$ cat config.mk
export PLATFORM = sky130hd
export DESIGN_NAME = hpsc_word_bank
export DESIGN_NICKNAME = d
export VERILOG_FILES = /design/src/verilog/hpsc_pkg.sv /design/src/verilog/hpsc_cycle_timer.sv /design/src/verilog/hpsc_chan_err.sv /design/src/verilog/hpsc_word_bank.sv
export SDC_FILE = /design/constraint.sdc
export NUM_CORES = 1
export LEC_CHECK = 0
export ABC_AREA = 0
export BUFFER_PORTS_ARGS = -buffer_cell sky130_fd_sc_hd__clkbuf_2
export CORE_MARGIN = 3
export CORE_UTILIZATION = 35
export CTS_BUF_LIST = sky130_fd_sc_hd__clkbuf_2
export DETAILED_ROUTE_END_ITERATION = 10
export GPL_TIMING_DRIVEN = 0
export PLACE_DENSITY = 0.59
export SLEW_MARGIN = 20
export SYNTH_ARGS = -nofsm -noshare
export SYNTH_HDL_FRONTEND = slang
export SYNTH_SLANG_ARGS = --single-unit
$ cat constraint.sdc
create_clock -name ref_clk_in -period 5.3 [get_ports ref_clk_in]
set_input_delay 0.53 -clock ref_clk_in [delete_from_list [all_inputs] [get_ports ref_clk_in]]
set_output_delay 0.53 -clock ref_clk_in [all_outputs]
set_load 0.02 [all_outputs]
$ cat src/verilog/hpsc_pkg.sv
// constants, command codes and carriers of the hub port status/control word bank
package hpsc_pkg;

    localparam int NUM_CH              = 4;          // downstream channels
    localparam int CLK_FREQ_HZ         = 25_000_000; // ref_clk_in rate
    localparam int PORT_CYCLE_OFF_MS   = 100;        // bus power off time of a port cycle
    localparam int PORT_CYCLE_OFF_CYC  = PORT_CYCLE_OFF_MS * (CLK_FREQ_HZ / 1000);

    // bulk enable word: bit 2n data, bit 2n+1 power, bits 8 and up reserved
    localparam int BULK_FIELD_W        = 8;
    localparam int BULK_DATA_OFS       = 0;
    localparam int BULK_PWR_OFS        = 1;
    localparam logic [7:0] BULK_RESET  = 8'hFF;      // all channels up after reset

    // channel state word fields
    localparam int STATE_PWR_BIT       = 0;
    localparam int STATE_DATA_BIT      = 1;
    localparam int STATE_ERR_BIT       = 19;
    localparam int STATE_BOOST_BIT     = 20;
    localparam int STATE_ATTACH_BIT    = 23;
    localparam int STATE_CC_BIT        = 24;

    // channel error word fields
    localparam int ERR_CURLIM_BIT      = 0;
    localparam int ERR_BACKDRIVE_BIT   = 1;
    localparam int ERR_OVERTEMP_BIT    = 3;

    // upstream selection codes
    localparam logic [31:0] UPSTREAM_PORT0 = 32'h0000_0000;
    localparam logic [31:0] UPSTREAM_PORT1 = 32'h0000_0001;
    localparam logic [31:0] UPSTREAM_NONE  = 32'h0000_0002;

    // host commands
    typedef enum logic [2:0] {
        CMD_WRITE_BULK_PORT_ENABLES,
        CMD_READ_BULK_PORT_ENABLES,
        CMD_READ_CHANNEL_STATE,
        CMD_READ_CHANNEL_ERRORS,
        CMD_CLEAR_CHANNEL_ERRORS,
        CMD_READ_UPSTREAM_SELECTION,
        CMD_READ_SUBSYSTEM_TEMPERATURE
    } hpsc_op_type;

    // one request from the control path
    typedef struct packed {
        hpsc_op_type op;     // command
        logic [1:0]  chan;   // channel index 0..3
        logic [31:0] wdata;  // word for the bulk write
    } hpsc_cmd_type;

    // one answer
    typedef struct packed {
        logic        valid;  // one-cycle answer strobe
        logic [31:0] data;   // read word, zero for writes and clears
    } hpsc_rsp_type;

endpackage

$ cat src/verilog/hpsc_cycle_timer.sv
// hold-off timer that keeps a channel's bus power down during a port cycle
`timescale 1ns/100ps
`default_nettype none
module hpsc_cycle_timer #(
    parameter int CYCLES = hpsc_pkg::PORT_CYCLE_OFF_CYC
) (
    input  wire logic ref_clk_in,
    input  wire logic rst_b_in,
    input  wire logic start_in,   // (re)start the off interval
    output logic      busy_out    // high for CYCLES cycles after start
);
    localparam int CW = $clog2(CYCLES + 1);

    logic [CW-1:0] cnt_r;   // cycles left
    logic [CW-1:0] cnt_nxt;

    // a restart while busy stretches the interval instead of ending it early
    always_comb begin
        cnt_nxt = cnt_r;
        if (start_in) begin
            cnt_nxt = CW'(CYCLES);
        end else if (cnt_r != '0) begin
            cnt_nxt = cnt_r - CW'(1);
        end
    end

    // counter register
    always_ff @(posedge ref_clk_in or negedge rst_b_in) begin
        if (!rst_b_in) begin
            cnt_r <= '0;
        end else begin
            cnt_r <= cnt_nxt;
        end
    end

    assign busy_out = (cnt_r != '0);
endmodule
`default_nettype wire

$ cat src/verilog/hpsc_chan_err.sv
// per-channel sticky error flags and trip latch
`timescale 1ns/100ps
`default_nettype none
module hpsc_chan_err (
    input  wire logic ref_clk_in,
    input  wire logic rst_b_in,
    input  wire logic clear_in,      // clear command for this channel
    input  wire logic curlim_in,     // current limit exceeded event
    input  wire logic backdrive_in,  // back-drive event
    input  wire logic trip_in,       // trip-off after limiting failed
    output logic      curlim_out,    // sticky flag
    output logic      backdrive_out, // sticky flag
    output logic      tripped_out    // channel held off
);
    import hpsc_pkg::*;

    logic curlim_r, curlim_nxt;
    logic backdrive_r, backdrive_nxt;
    logic tripped_r, tripped_nxt;

    // set wins over clear so an event in the clear cycle survives
    always_comb begin
        curlim_nxt    = (curlim_r    & ~clear_in) | curlim_in;
        backdrive_nxt = (backdrive_r & ~clear_in) | backdrive_in;
        tripped_nxt   = (tripped_r   & ~clear_in) | trip_in;
    end

    // flag registers
    always_ff @(posedge ref_clk_in or negedge rst_b_in) begin
        if (!rst_b_in) begin
            curlim_r    <= 1'b0;
            backdrive_r <= 1'b0;
            tripped_r   <= 1'b0;
        end else begin
            curlim_r    <= curlim_nxt;
            backdrive_r <= backdrive_nxt;
            tripped_r   <= tripped_nxt;
        end
    end

    assign curlim_out    = curlim_r;
    assign backdrive_out = backdrive_r;
    assign tripped_out   = tripped_r;

    a_curlim_sticky: assert property (@(posedge ref_clk_in) disable iff (!rst_b_in)
        curlim_in |=> curlim_r)
        else $error("current limit event not latched");
    a_clear_flags: assert property (@(posedge ref_clk_in) disable iff (!rst_b_in)
        (clear_in && !curlim_in && !backdrive_in) |=> (!curlim_r && !backdrive_r))
        else $error("clear left port error flags set");
endmodule
`default_nettype wire

$ cat src/verilog/hpsc_word_bank.sv
// command-driven status and control word bank of the four-channel hub
`timescale 1ns/100ps
`default_nettype none
module hpsc_word_bank #(
    parameter int CYCLE_OFF_CYCLES = hpsc_pkg::PORT_CYCLE_OFF_CYC
) (
    input  wire logic                   ref_clk_in,
    input  wire logic                   rst_b_in,
    input  wire logic                   cmd_valid_in,         // request strobe
    input  wire hpsc_pkg::hpsc_cmd_type cmd_in,               // request contents
    output logic                        cmd_ready_out,        // always accepting
    output hpsc_pkg::hpsc_rsp_type      rsp_out,              // registered answer
    input  wire logic [3:0]             ch_curlim_in,         // limit exceeded events
    input  wire logic [3:0]             ch_backdrive_in,      // back-drive events
    input  wire logic [3:0]             ch_trip_in,           // trip-off events
    input  wire logic [3:0]             ch_attached_in,       // device attached levels
    input  wire logic [3:0]             ch_const_current_in,  // constant-current levels
    input  wire logic                   boost_enabled_in,     // downstream boost active
    input  wire logic                   hub_overtemp_in,      // hub overtemperature level
    input  wire logic                   up0_selected_in,      // upstream 0 is data path
    input  wire logic                   up1_selected_in,      // upstream 1 is data path
    input  wire logic [31:0]            temp_micro_c_in,      // signed micro-degrees C
    output logic [3:0]                  ch_data_en_out,       // hi-speed data switches
    output logic [3:0]                  ch_power_en_out       // bus power switches
);
    import hpsc_pkg::*;

    // requested enables as written by software
    logic [BULK_FIELD_W-1:0] bulk_r;
    logic [BULK_FIELD_W-1:0] bulk_nxt;

    // answer register
    hpsc_rsp_type rsp_r;
    hpsc_rsp_type rsp_nxt;

    // channel enable outputs, registered
    logic [3:0] data_en_r, data_en_nxt;
    logic [3:0] power_en_r, power_en_nxt;

    // per-channel helpers
    logic [3:0] req_data;       // data enable wanted
    logic [3:0] req_power;      // power enable wanted
    logic [3:0] new_data;       // data field of a bulk write
    logic [3:0] new_power;      // power field of a bulk write
    logic [3:0] clear_ch;       // clear strobe per channel
    logic [3:0] cycle_start;    // port cycle trigger per channel
    logic [3:0] cycling;        // power held off by a port cycle
    logic [3:0] err_curlim;     // sticky limit flag
    logic [3:0] err_backdrive;  // sticky back-drive flag
    logic [3:0] tripped;        // channel tripped off
    logic       overtemp_r;     // global hub overtemperature
    logic       overtemp_nxt;   // next overtemperature copy

    logic is_write;             // bulk write taken this cycle
    logic is_clear;             // clear taken this cycle

    assign cmd_ready_out = 1'b1;
    assign is_write = cmd_valid_in && (cmd_in.op == CMD_WRITE_BULK_PORT_ENABLES);
    assign is_clear = cmd_valid_in && (cmd_in.op == CMD_CLEAR_CHANNEL_ERRORS);

    // split the packed bulk field into per-channel wants
    genvar g;
    generate
        for (g = 0; g < NUM_CH; g++) begin : g_ch
            assign req_data[g]  = bulk_r[2*g + BULK_DATA_OFS];
            assign req_power[g] = bulk_r[2*g + BULK_PWR_OFS];
            assign new_data[g]  = cmd_in.wdata[2*g + BULK_DATA_OFS];
            assign new_power[g] = cmd_in.wdata[2*g + BULK_PWR_OFS];
            assign clear_ch[g]  = is_clear && (cmd_in.chan == 2'(g));

            // power stays on across the write but data flips: cycle power
            assign cycle_start[g] = is_write && req_power[g] && new_power[g]
                                    && (req_data[g] != new_data[g]);

            hpsc_cycle_timer #(
                .CYCLES (CYCLE_OFF_CYCLES)
            ) u_cycle (
                .ref_clk_in (ref_clk_in),
                .rst_b_in   (rst_b_in),
                .start_in   (cycle_start[g]),
                .busy_out   (cycling[g])
            );

            hpsc_chan_err u_err (
                .ref_clk_in    (ref_clk_in),
                .rst_b_in      (rst_b_in),
                .clear_in      (clear_ch[g]),
                .curlim_in     (ch_curlim_in[g]),
                .backdrive_in  (ch_backdrive_in[g]),
                .trip_in       (ch_trip_in[g]),
                .curlim_out    (err_curlim[g]),
                .backdrive_out (err_backdrive[g]),
                .tripped_out   (tripped[g])
            );

            a_cycle_power_off: assert property (@(posedge ref_clk_in)
                disable iff (!rst_b_in)
                cycle_start[g] |=> ##1 !ch_power_en_out[g])
                else $error("power not dropped for port cycle");
            a_trip_disables: assert property (@(posedge ref_clk_in)
                disable iff (!rst_b_in)
                ch_trip_in[g] |=> ##1 (!ch_power_en_out[g] && !ch_data_en_out[g]))
                else $error("tripped channel still enabled");
            a_trip_held: assert property (@(posedge ref_clk_in)
                disable iff (!rst_b_in)
                tripped[g] |=> (!ch_power_en_out[g] && !ch_data_en_out[g]))
                else $error("channel enabled while tripped");
            a_cycle_held: assert property (@(posedge ref_clk_in)
                disable iff (!rst_b_in)
                cycling[g] |=> !ch_power_en_out[g])
                else $error("power back on during port cycle");
            a_data_follows: assert property (@(posedge ref_clk_in)
                disable iff (!rst_b_in)
                !tripped[g] |=> (ch_data_en_out[g] == $past(req_data[g])))
                else $error("data switch disagrees with bulk word");
            a_clear_scope: assert property (@(posedge ref_clk_in)
                disable iff (!rst_b_in)
                (is_clear && cmd_in.chan != 2'(g) && err_backdrive[g]) |=> err_backdrive[g])
                else $error("clear reached another channel");
        end
    endgenerate

    // bulk word: only the eight enable bits are stored, the rest is dropped
    always_comb begin
        bulk_nxt = bulk_r;
        if (is_write) begin
            bulk_nxt = cmd_in.wdata[BULK_FIELD_W-1:0];
        end
    end

    // switch drive: a trip forces both off until cleared, a cycle only power
    always_comb begin
        data_en_nxt  = req_data & ~tripped;
        power_en_nxt = req_power & ~tripped & ~cycling;
    end

    // overtemp is a live copy; no command path reaches this register
    always_comb begin
        overtemp_nxt = hub_overtemp_in;
    end

    // state word of one channel, reserved bits zero
    function automatic logic [31:0] state_word(input logic [1:0] ch);
        logic [31:0] w;
        w = 32'h0000_0000;
        w[STATE_PWR_BIT]    = power_en_r[ch];
        w[STATE_DATA_BIT]   = data_en_r[ch];
        w[STATE_ERR_BIT]    = tripped[ch] | err_curlim[ch] | err_backdrive[ch];
        w[STATE_BOOST_BIT]  = boost_enabled_in;
        w[STATE_ATTACH_BIT] = ch_attached_in[ch];
        w[STATE_CC_BIT]     = ch_const_current_in[ch];
        return w;
    endfunction

    // error word of one channel; overtemp is shared by all channels
    function automatic logic [31:0] error_word(input logic [1:0] ch);
        logic [31:0] w;
        w = 32'h0000_0000;
        w[ERR_CURLIM_BIT]    = err_curlim[ch];
        w[ERR_BACKDRIVE_BIT] = err_backdrive[ch];
        w[ERR_OVERTEMP_BIT]  = overtemp_r;
        return w;
    endfunction

    // upstream code: port 0 wins if both claim the path
    function automatic logic [31:0] upstream_word();
        logic [31:0] w;
        w = UPSTREAM_NONE;
        if (up0_selected_in) begin
            w = UPSTREAM_PORT0;
        end else if (up1_selected_in) begin
            w = UPSTREAM_PORT1;
        end
        return w;
    endfunction

    // answer for the command taken this cycle
    always_comb begin
        rsp_nxt.valid = cmd_valid_in;
        rsp_nxt.data  = 32'h0000_0000;
        if (cmd_valid_in) begin
            unique case (cmd_in.op)
                CMD_WRITE_BULK_PORT_ENABLES: begin
                    rsp_nxt.data = 32'h0000_0000;
                end
                CMD_READ_BULK_PORT_ENABLES: begin
                    rsp_nxt.data = {24'h00_0000, bulk_r};
                end
                CMD_READ_CHANNEL_STATE: begin
                    rsp_nxt.data = state_word(cmd_in.chan);
                end
                CMD_READ_CHANNEL_ERRORS: begin
                    rsp_nxt.data = error_word(cmd_in.chan);
                end
                CMD_CLEAR_CHANNEL_ERRORS: begin
                    rsp_nxt.data = 32'h0000_0000;
                end
                CMD_READ_UPSTREAM_SELECTION: begin
                    rsp_nxt.data = upstream_word();
                end
                CMD_READ_SUBSYSTEM_TEMPERATURE: begin
                    rsp_nxt.data = temp_micro_c_in;
                end
                default: begin
                    rsp_nxt.data = 32'h0000_0000;  // unused op codes
                end
            endcase
        end
    end

    // all registers of this module; the cycle timer counts and error flags sit in the per-channel instances
    always_ff @(posedge ref_clk_in or negedge rst_b_in) begin
        if (!rst_b_in) begin
            bulk_r     <= BULK_RESET;
            rsp_r      <= '0;
            data_en_r  <= 4'h0;
            power_en_r <= 4'h0;
            overtemp_r <= 1'b0;
        end else begin
            bulk_r     <= bulk_nxt;
            rsp_r      <= rsp_nxt;
            data_en_r  <= data_en_nxt;
            power_en_r <= power_en_nxt;
            overtemp_r <= overtemp_nxt;     // live level, no clear reaches it
        end
    end

    assign rsp_out         = rsp_r;
    assign ch_data_en_out  = data_en_r;
    assign ch_power_en_out = power_en_r;

    // checks on the answers and enables
    a_bulk_reserved: assert property (@(posedge ref_clk_in) disable iff (!rst_b_in)
        (cmd_valid_in && cmd_in.op == CMD_READ_BULK_PORT_ENABLES)
        |=> (rsp_out.valid && rsp_out.data[31:8] == 24'h00_0000))
        else $error("bulk read shows reserved bits");
    a_bulk_write_back: assert property (@(posedge ref_clk_in) disable iff (!rst_b_in)
        (cmd_valid_in && cmd_in.op == CMD_WRITE_BULK_PORT_ENABLES)
        ##1 !is_write ##1 (cmd_valid_in && cmd_in.op == CMD_READ_BULK_PORT_ENABLES)
        |=> rsp_out.data == {24'h00_0000, $past(cmd_in.wdata[7:0], 3)})
        else $error("bulk read does not return last write");
    a_state_reserved: assert property (@(posedge ref_clk_in) disable iff (!rst_b_in)
        (cmd_valid_in && cmd_in.op == CMD_READ_CHANNEL_STATE)
        |=> (rsp_out.data[18:2] == 17'h0_0000 && rsp_out.data[22:21] == 2'h0
             && rsp_out.data[31:25] == 7'h00))
        else $error("state read shows reserved bits");
    a_error_reserved: assert property (@(posedge ref_clk_in) disable iff (!rst_b_in)
        (cmd_valid_in && cmd_in.op == CMD_READ_CHANNEL_ERRORS)
        |=> (rsp_out.data[2] == 1'b0 && rsp_out.data[31:4] == 28'h000_0000))
        else $error("error read shows reserved bits");
    a_state_power: assert property (@(posedge ref_clk_in) disable iff (!rst_b_in)
        (cmd_valid_in && cmd_in.op == CMD_READ_CHANNEL_STATE)
        |=> rsp_out.data[0] == $past(ch_power_en_out[cmd_in.chan]))
        else $error("state power bit disagrees with switch");
    a_upstream_code: assert property (@(posedge ref_clk_in) disable iff (!rst_b_in)
        (cmd_valid_in && cmd_in.op == CMD_READ_UPSTREAM_SELECTION
         && !up0_selected_in && !up1_selected_in)
        |=> rsp_out.data == 32'h0000_0002)
        else $error("no-upstream code wrong");
    a_overtemp_kept: assert property (@(posedge ref_clk_in) disable iff (!rst_b_in)
        (hub_overtemp_in && is_clear) ##1 hub_overtemp_in ##1
        (cmd_valid_in && cmd_in.op == CMD_READ_CHANNEL_ERRORS)
        |=> rsp_out.data[3])
        else $error("overtemp flag lost on clear");
    a_upstream_port0: assert property (@(posedge ref_clk_in) disable iff (!rst_b_in)
        (cmd_valid_in && cmd_in.op == CMD_READ_UPSTREAM_SELECTION && up0_selected_in)
        |=> rsp_out.data == UPSTREAM_PORT0)
        else $error("upstream port 0 code wrong");
    a_temp_pass: assert property (@(posedge ref_clk_in) disable iff (!rst_b_in)
        (cmd_valid_in && cmd_in.op == CMD_READ_SUBSYSTEM_TEMPERATURE)
        |=> rsp_out.data == $past(temp_micro_c_in))
        else $error("temperature word not passed through");
    a_cc_shown: assert property (@(posedge ref_clk_in) disable iff (!rst_b_in)
        (cmd_valid_in && cmd_in.op == CMD_READ_CHANNEL_STATE)
        |=> rsp_out.data[STATE_CC_BIT] == $past(ch_const_current_in[cmd_in.chan]))
        else $error("constant-current bit wrong");
    a_boost_shown: assert property (@(posedge ref_clk_in) disable iff (!rst_b_in)
        (cmd_valid_in && cmd_in.op == CMD_READ_CHANNEL_STATE)
        |=> rsp_out.data[STATE_BOOST_BIT] == $past(boost_enabled_in))
        else $error("boost bit wrong");
endmodule
`default_nettype wire

# After elaboration in Yosys (flattened, before gate mapping)
# Cells that the tools add are included.
# W data, S select, Z words.
# word_totals
ff_bits	150
inputBits	96
output_inout_bits	42
wordCells	129
# classes
n_addsub	4
magnitude_cmp	1
eq_ne	13
muxes	26
bitwise	35
reduce_logical	28
# op_table
operator	count
$mux W22	8
$pmux W32 S5	1
$reduce_bool A22 Y1	4
$sub A22 B1 Y22 const B	4
$mux W32	1
$logic_and A1 B1 Y1	18
$bmux W1 S2	7
$or A1 B1 Y1	14
$and A1 B1 Y1	12
$and A4 B4 Y4	3
$eq A3 B3 Y1 const B	3
$not A4 Y4	2
$reduce_bool A2 Y1	4
$mux W1	7
$eq A3 B2 Y1 const B	2
$eq A2 B2 Y1 const B	2
$mux W2	2
$ne A1 B1 Y1	4
$not A1 Y1	4
$eq A3 B1 Y1 const B	1
$logic_not A3 Y1	1
$lt A2 B3 Y1 const B	1
$eq A2 B1 Y1 const B	1
$logic_not A2 Y1	1

# Depth between registers and ports, before layout
# depth
ltp_word	6
ltp_mapped	8
depth_no_buf	7

# Modules after synthesis
# A second synthesis with hierarchy kept.
# unflattened
hier_cells	756
hier_area_um2	7682.4
# modules_own_cells
mod	instances	cells_each	area_each_um2	seq_area_each_um2
hpsc_cycle_timer (g_ch[0].u_cycle ...)	3	139	1260.0	550.5
hpsc_word_bank	1	171	2207.1	1261.2
hpsc_cycle_timer (g_ch[3].u_cycle)	1	140	1290.0	550.5
hpsc_chan_err	4	7	101.3	75.1

# Worst setup path before layout
# OpenSTA, ideal clock, no wires.
# synth_path
kind	input -> register
startpoint	in cmd_in[32] (netlist name)
endpoint	reg rsp_r (netlist bit rsp_out[0])
setup_time_ns	0.126
arrival_ns	2.075
required_time_ns	5.174
setup_slack_ns	3.099
cell_stages	5
path_buffers	1
path_cell_list	clkbuf_1 -> mux4_2 -> mux2_2 -> a221oi_1 -> nor2_1
# synth_lines
item	line	source
start, declared	hpsc_word_bank.sv:10	input wire hpsc_pkg::hpsc_cmd_type cmd_in,
end signal, assigned	hpsc_word_bank.sv:221	rsp_r <= rsp_nxt;
end, declared	hpsc_word_bank.sv:33	hpsc_rsp_type rsp_r;

# Worst setup path after layout
# layout_path
startpoint	in cmd_valid_in
endpoint	reg g_ch[2].u_cycle.cnt_r[1]
# layout_between
elab_chain_cells	5
elab_cells_between_ends	6
classes_between	1 x mux; 5 x reduce/logical
# layout_rtl
item	line	source
start, declared	hpsc_word_bank.sv:9	input wire logic cmd_valid_in,
$logic_and A1 B1 Y1 *	hpsc_word_bank.sv:58	assign is_write = cmd_valid_in && (cmd_in.op == CMD_WRITE_BULK_PORT_ENABLES);
$logic_and A1 B1 Y1 * (2 in series)	hpsc_word_bank.sv:72	assign cycle_start[g] = is_write && req_power[g] && new_power[g]
$logic_and A1 B1 Y1 *	hpsc_word_bank.sv:73	&& (req_data[g] != new_data[g]);
$mux W22 / $reduce_bool A2 Y1 (equally long branches)	n/a	
end signal, assigned	hpsc_cycle_timer.sv:32	cnt_r <= cnt_nxt;
end, declared	hpsc_cycle_timer.sv:14	logic [CW-1:0] cnt_r;
# Every way passes the cells marked *; elsewhere a longest branch is shown, timed or not.
# A chain may end at the register's enable or synchronous reset.

==> metrics.cfg <==
[status]
status=complete, no violations

[setup_path]
crit_path_max_fanout=10
crit_type=input port to flip-flop
worstPathArrival_ns=3.42
required_ns=5.90
crit_path_end_kind=flip-flop
cp-start-kind=input port

[logic_synthesis]
yosysMostFrequentCell=dfrtp_1
synth-seq-cells=150
synth_flop_cell=dfrtp_1
syn_avg_cell_area_um2=10.5
synth-async-reset-ratio_pct=100
synth_top_area_share_pct=49.1
yosys.area.top_type=dfrtp_1
synth.distinct_cells=62
synth_area_leaders=dfrtp_1 (49%), xor2_1 (3.9%), nor2_1 (3.5%)
postSynthNetCount=786
synth-edff-count=0
netlist_area_um2=7240
synth-seq-area-share_pct=52.0
synth_common_cells=dfrtp_1 (142), nor2_1 (67), nand2_1 (47), xor2_1 (32), xnor2_1 (28)
ys_warn_count=0
synth_cells=686

[die]
rows=51
initial_core_util_pct=36.3
placeableCoreArea_um2=19900
die_h_um=150
io_pins=138
die_area_um2=22400
chipWidth_um=150

[run]
maxCapViolations=0

[power]
switching_share_pct=31.8
p_per_area_nw_per_um2=334
seq_power_share_pct=53.6
p_int_w=0.00202
vdd_drop_max_uv=116
p_comb_share_pct=20.7
p_leak_nw=3.50
total_power_w=0.00296
p_sw_w=0.000942
clkPwrFrac_pct=25.7

[sta]
clock_skew_ns=0.0365
min_period_ns=2.82
fmax_ghz=0.355
slew_headroom_pct=36.8
setup_ws_ns=2.48
worst_pin_slew_ns=0.945
rsz0062_at_grt=false
fin_crit_sh_pct=53.2
setup_tns_ns=0
setup-violations-final=0
report.final.slew_viol_count=0
hold_viol_final=0

[finish]
instances_no_fill=1137
num-nets-final=958
layout-drive-gt1-share_pct=21.6
area_growth_pct=22.8
stdcell_area_um2=8880

[global_route]
grt_pass1_wl_mm=28.5
antenna_found_initial=1
grt.total_usage_pct=15.8
grt_max_degree=84
overflow=0
grt_pass1_vias=5617

[clocking]
cts_tree=yes
ctsHtreeMaxLevel=4
clock_path_buffers=2
cts_root_buf=clkbuf_2
worstSkewPairLatency_ns=0.71
numClockSinks=150
path_clk_slew_ns=0.20
cts_resized=0
numCtsBuffers=17

[placement]
place_area_um2=8180
dpl_worst_slack_ns=2.13
io_buffers=110
placed_cells=1063
place.detailed.hpwl_mm=12.5
place.gp.congestion=0.795

[drt]
vias=5771
routed_via_density=5.08
drt-total-wl_mm=17.5
drc=0
drt-wirelength-per-cell_um=15.4
antenna_left=0
drt_iter0_drc=402
drtPass1Iterations=4

[hold_path]
hold_path.class=input port to flip-flop

layer usage:
metal  global-route usage [%]  wire length [µm]
met2                     25.5              8200
met5                        0                 0
met1                     21.5              8280
met3                     3.69               800
met4                     4.48               230
state kept, by name (all words and copies together) (netlist names):
name and flops:
g_ch.u_err.backdrive_out 4, g_ch.u_err.tripped_out 4, bulk_r 8, ch_power_en_out 4, g_ch.u_err.curlim_out 4, overtemp_r 1
rsp_out 33, g_ch.u_cycle.cnt_r 88, ch_data_en_out 4
cell usage in the layout (no fill, tap or decap), drive strengths merged, types with 4 or more instances in the layout:
cell	instances
a21o	13
buf	5
nor4b	5
nor2	68
nand3	23
nand2b	5
and3	25
nor3	25
bufinv	5
o211ai	6
a211oi	9
nor3b	9
dlygate4sd3	41
nand2	47
and4	8
nor4	20
clkinv	4
inv	12
or2	5
dfstp	8
or3	10
nor2b	14
a2111oi	4
o21ai	27
xnor2	28
clkbuf	154
a22oi	5
ha	4
dfrtp	142
mux2i	7
mux4	7
o31ai	8
a21oi	20
nand4	12
xor2	32
mux2	10
or4	18
layout make-up:
cell class | instances | area (µm²)
Fill cell | 1903 | 11000
Sequential cell | 150 | 3760
Multi-Input combinational cell | 498 | 3330
Timing Repair Buffer | 153 | 1020
Tap cell | 265 | 332
Clock inverter | 11 | 184
Clock buffer | 21 | 105
Buffer | 26 | 103
Inverter | 12 | 45.0
Antenna cell | 1 | 2.50
per-stage QoR:
| stage | hold slack, ns | utilization, % |
|---|---|---|
| 2_1_floorplan | 0.234 | - |
| 3_3_place_gp | 0.458 | 40.8 |
| 3_5_place_dp | 0.385 | 41.1 |
| 4_1_cts | 0.000990 | 44.5 |
| 5_1_grt | 0.00361 | 44.6 |
| 6_report | 0.0772 | 44.6 |
worst max-delay path: stages:
cell and delay (ns):
dlygate4sd3_1 0.53, clkbuf_2 0.15, nor4b_2 0.77, clkbuf_1 0.63, nand4_1 0.54, o311a_1 0.26
final timing paths:
path | startpoint | to | slack, ns | cells after the start
max in group asynchronous | rst_b_in | bulk_r[3] | 4.12 | 4
min reg2reg | g_ch[1].u_err.tripped_out | ch_data_en_out[1] | 0.50 | 1
max | cmd_valid_in | g_ch[2].u_cycle.cnt_r[1] | 2.48 | 6
min in group asynchronous | rst_b_in | g_ch[0].u_cycle.cnt_r[6] | 0.17 | 2
max reg2reg | g_ch[1].u_cycle.cnt_r[0] | g_ch[1].u_cycle.cnt_r[0] | 2.78 | 8
min | boost_enabled_in | rsp_out[20] | 0.08 | 3
power by group through the flow:
stage	clock (W)	sequential, W	combinational [W]
6_report	0.000762	0.00159	0.000613
5_1_grt	0.000837	0.00163	0.000705
4_1_cts	0.000792	0.00159	0.000619
3_5_place_dp	0	0.00160	0.000600
3_3_place_gp	0	0.00160	0.000573
2_1_floorplan	0	0.00156	0.000441
cell families (layout without fill, tap and decap cells):
kind of cell	after synthesis	in the layout	share of synthesized area, %
simple gates	305	305	23.9
flops	150	150	52.0
compound gates	104	104	9.39
xor+xnor	60	60	7.26
buf+inv	38	223	2.04
mux	24	24	4.70
fa+ha+maj	4	4	0.692
other cells	1	2	0.0518
timing repair:
action	in CTS	in global routing
setup buffers	0	0
hold endpoints to repair	125	3
hold buffers	38	3
Note: power is estimated with default switching activity, not from simulation.
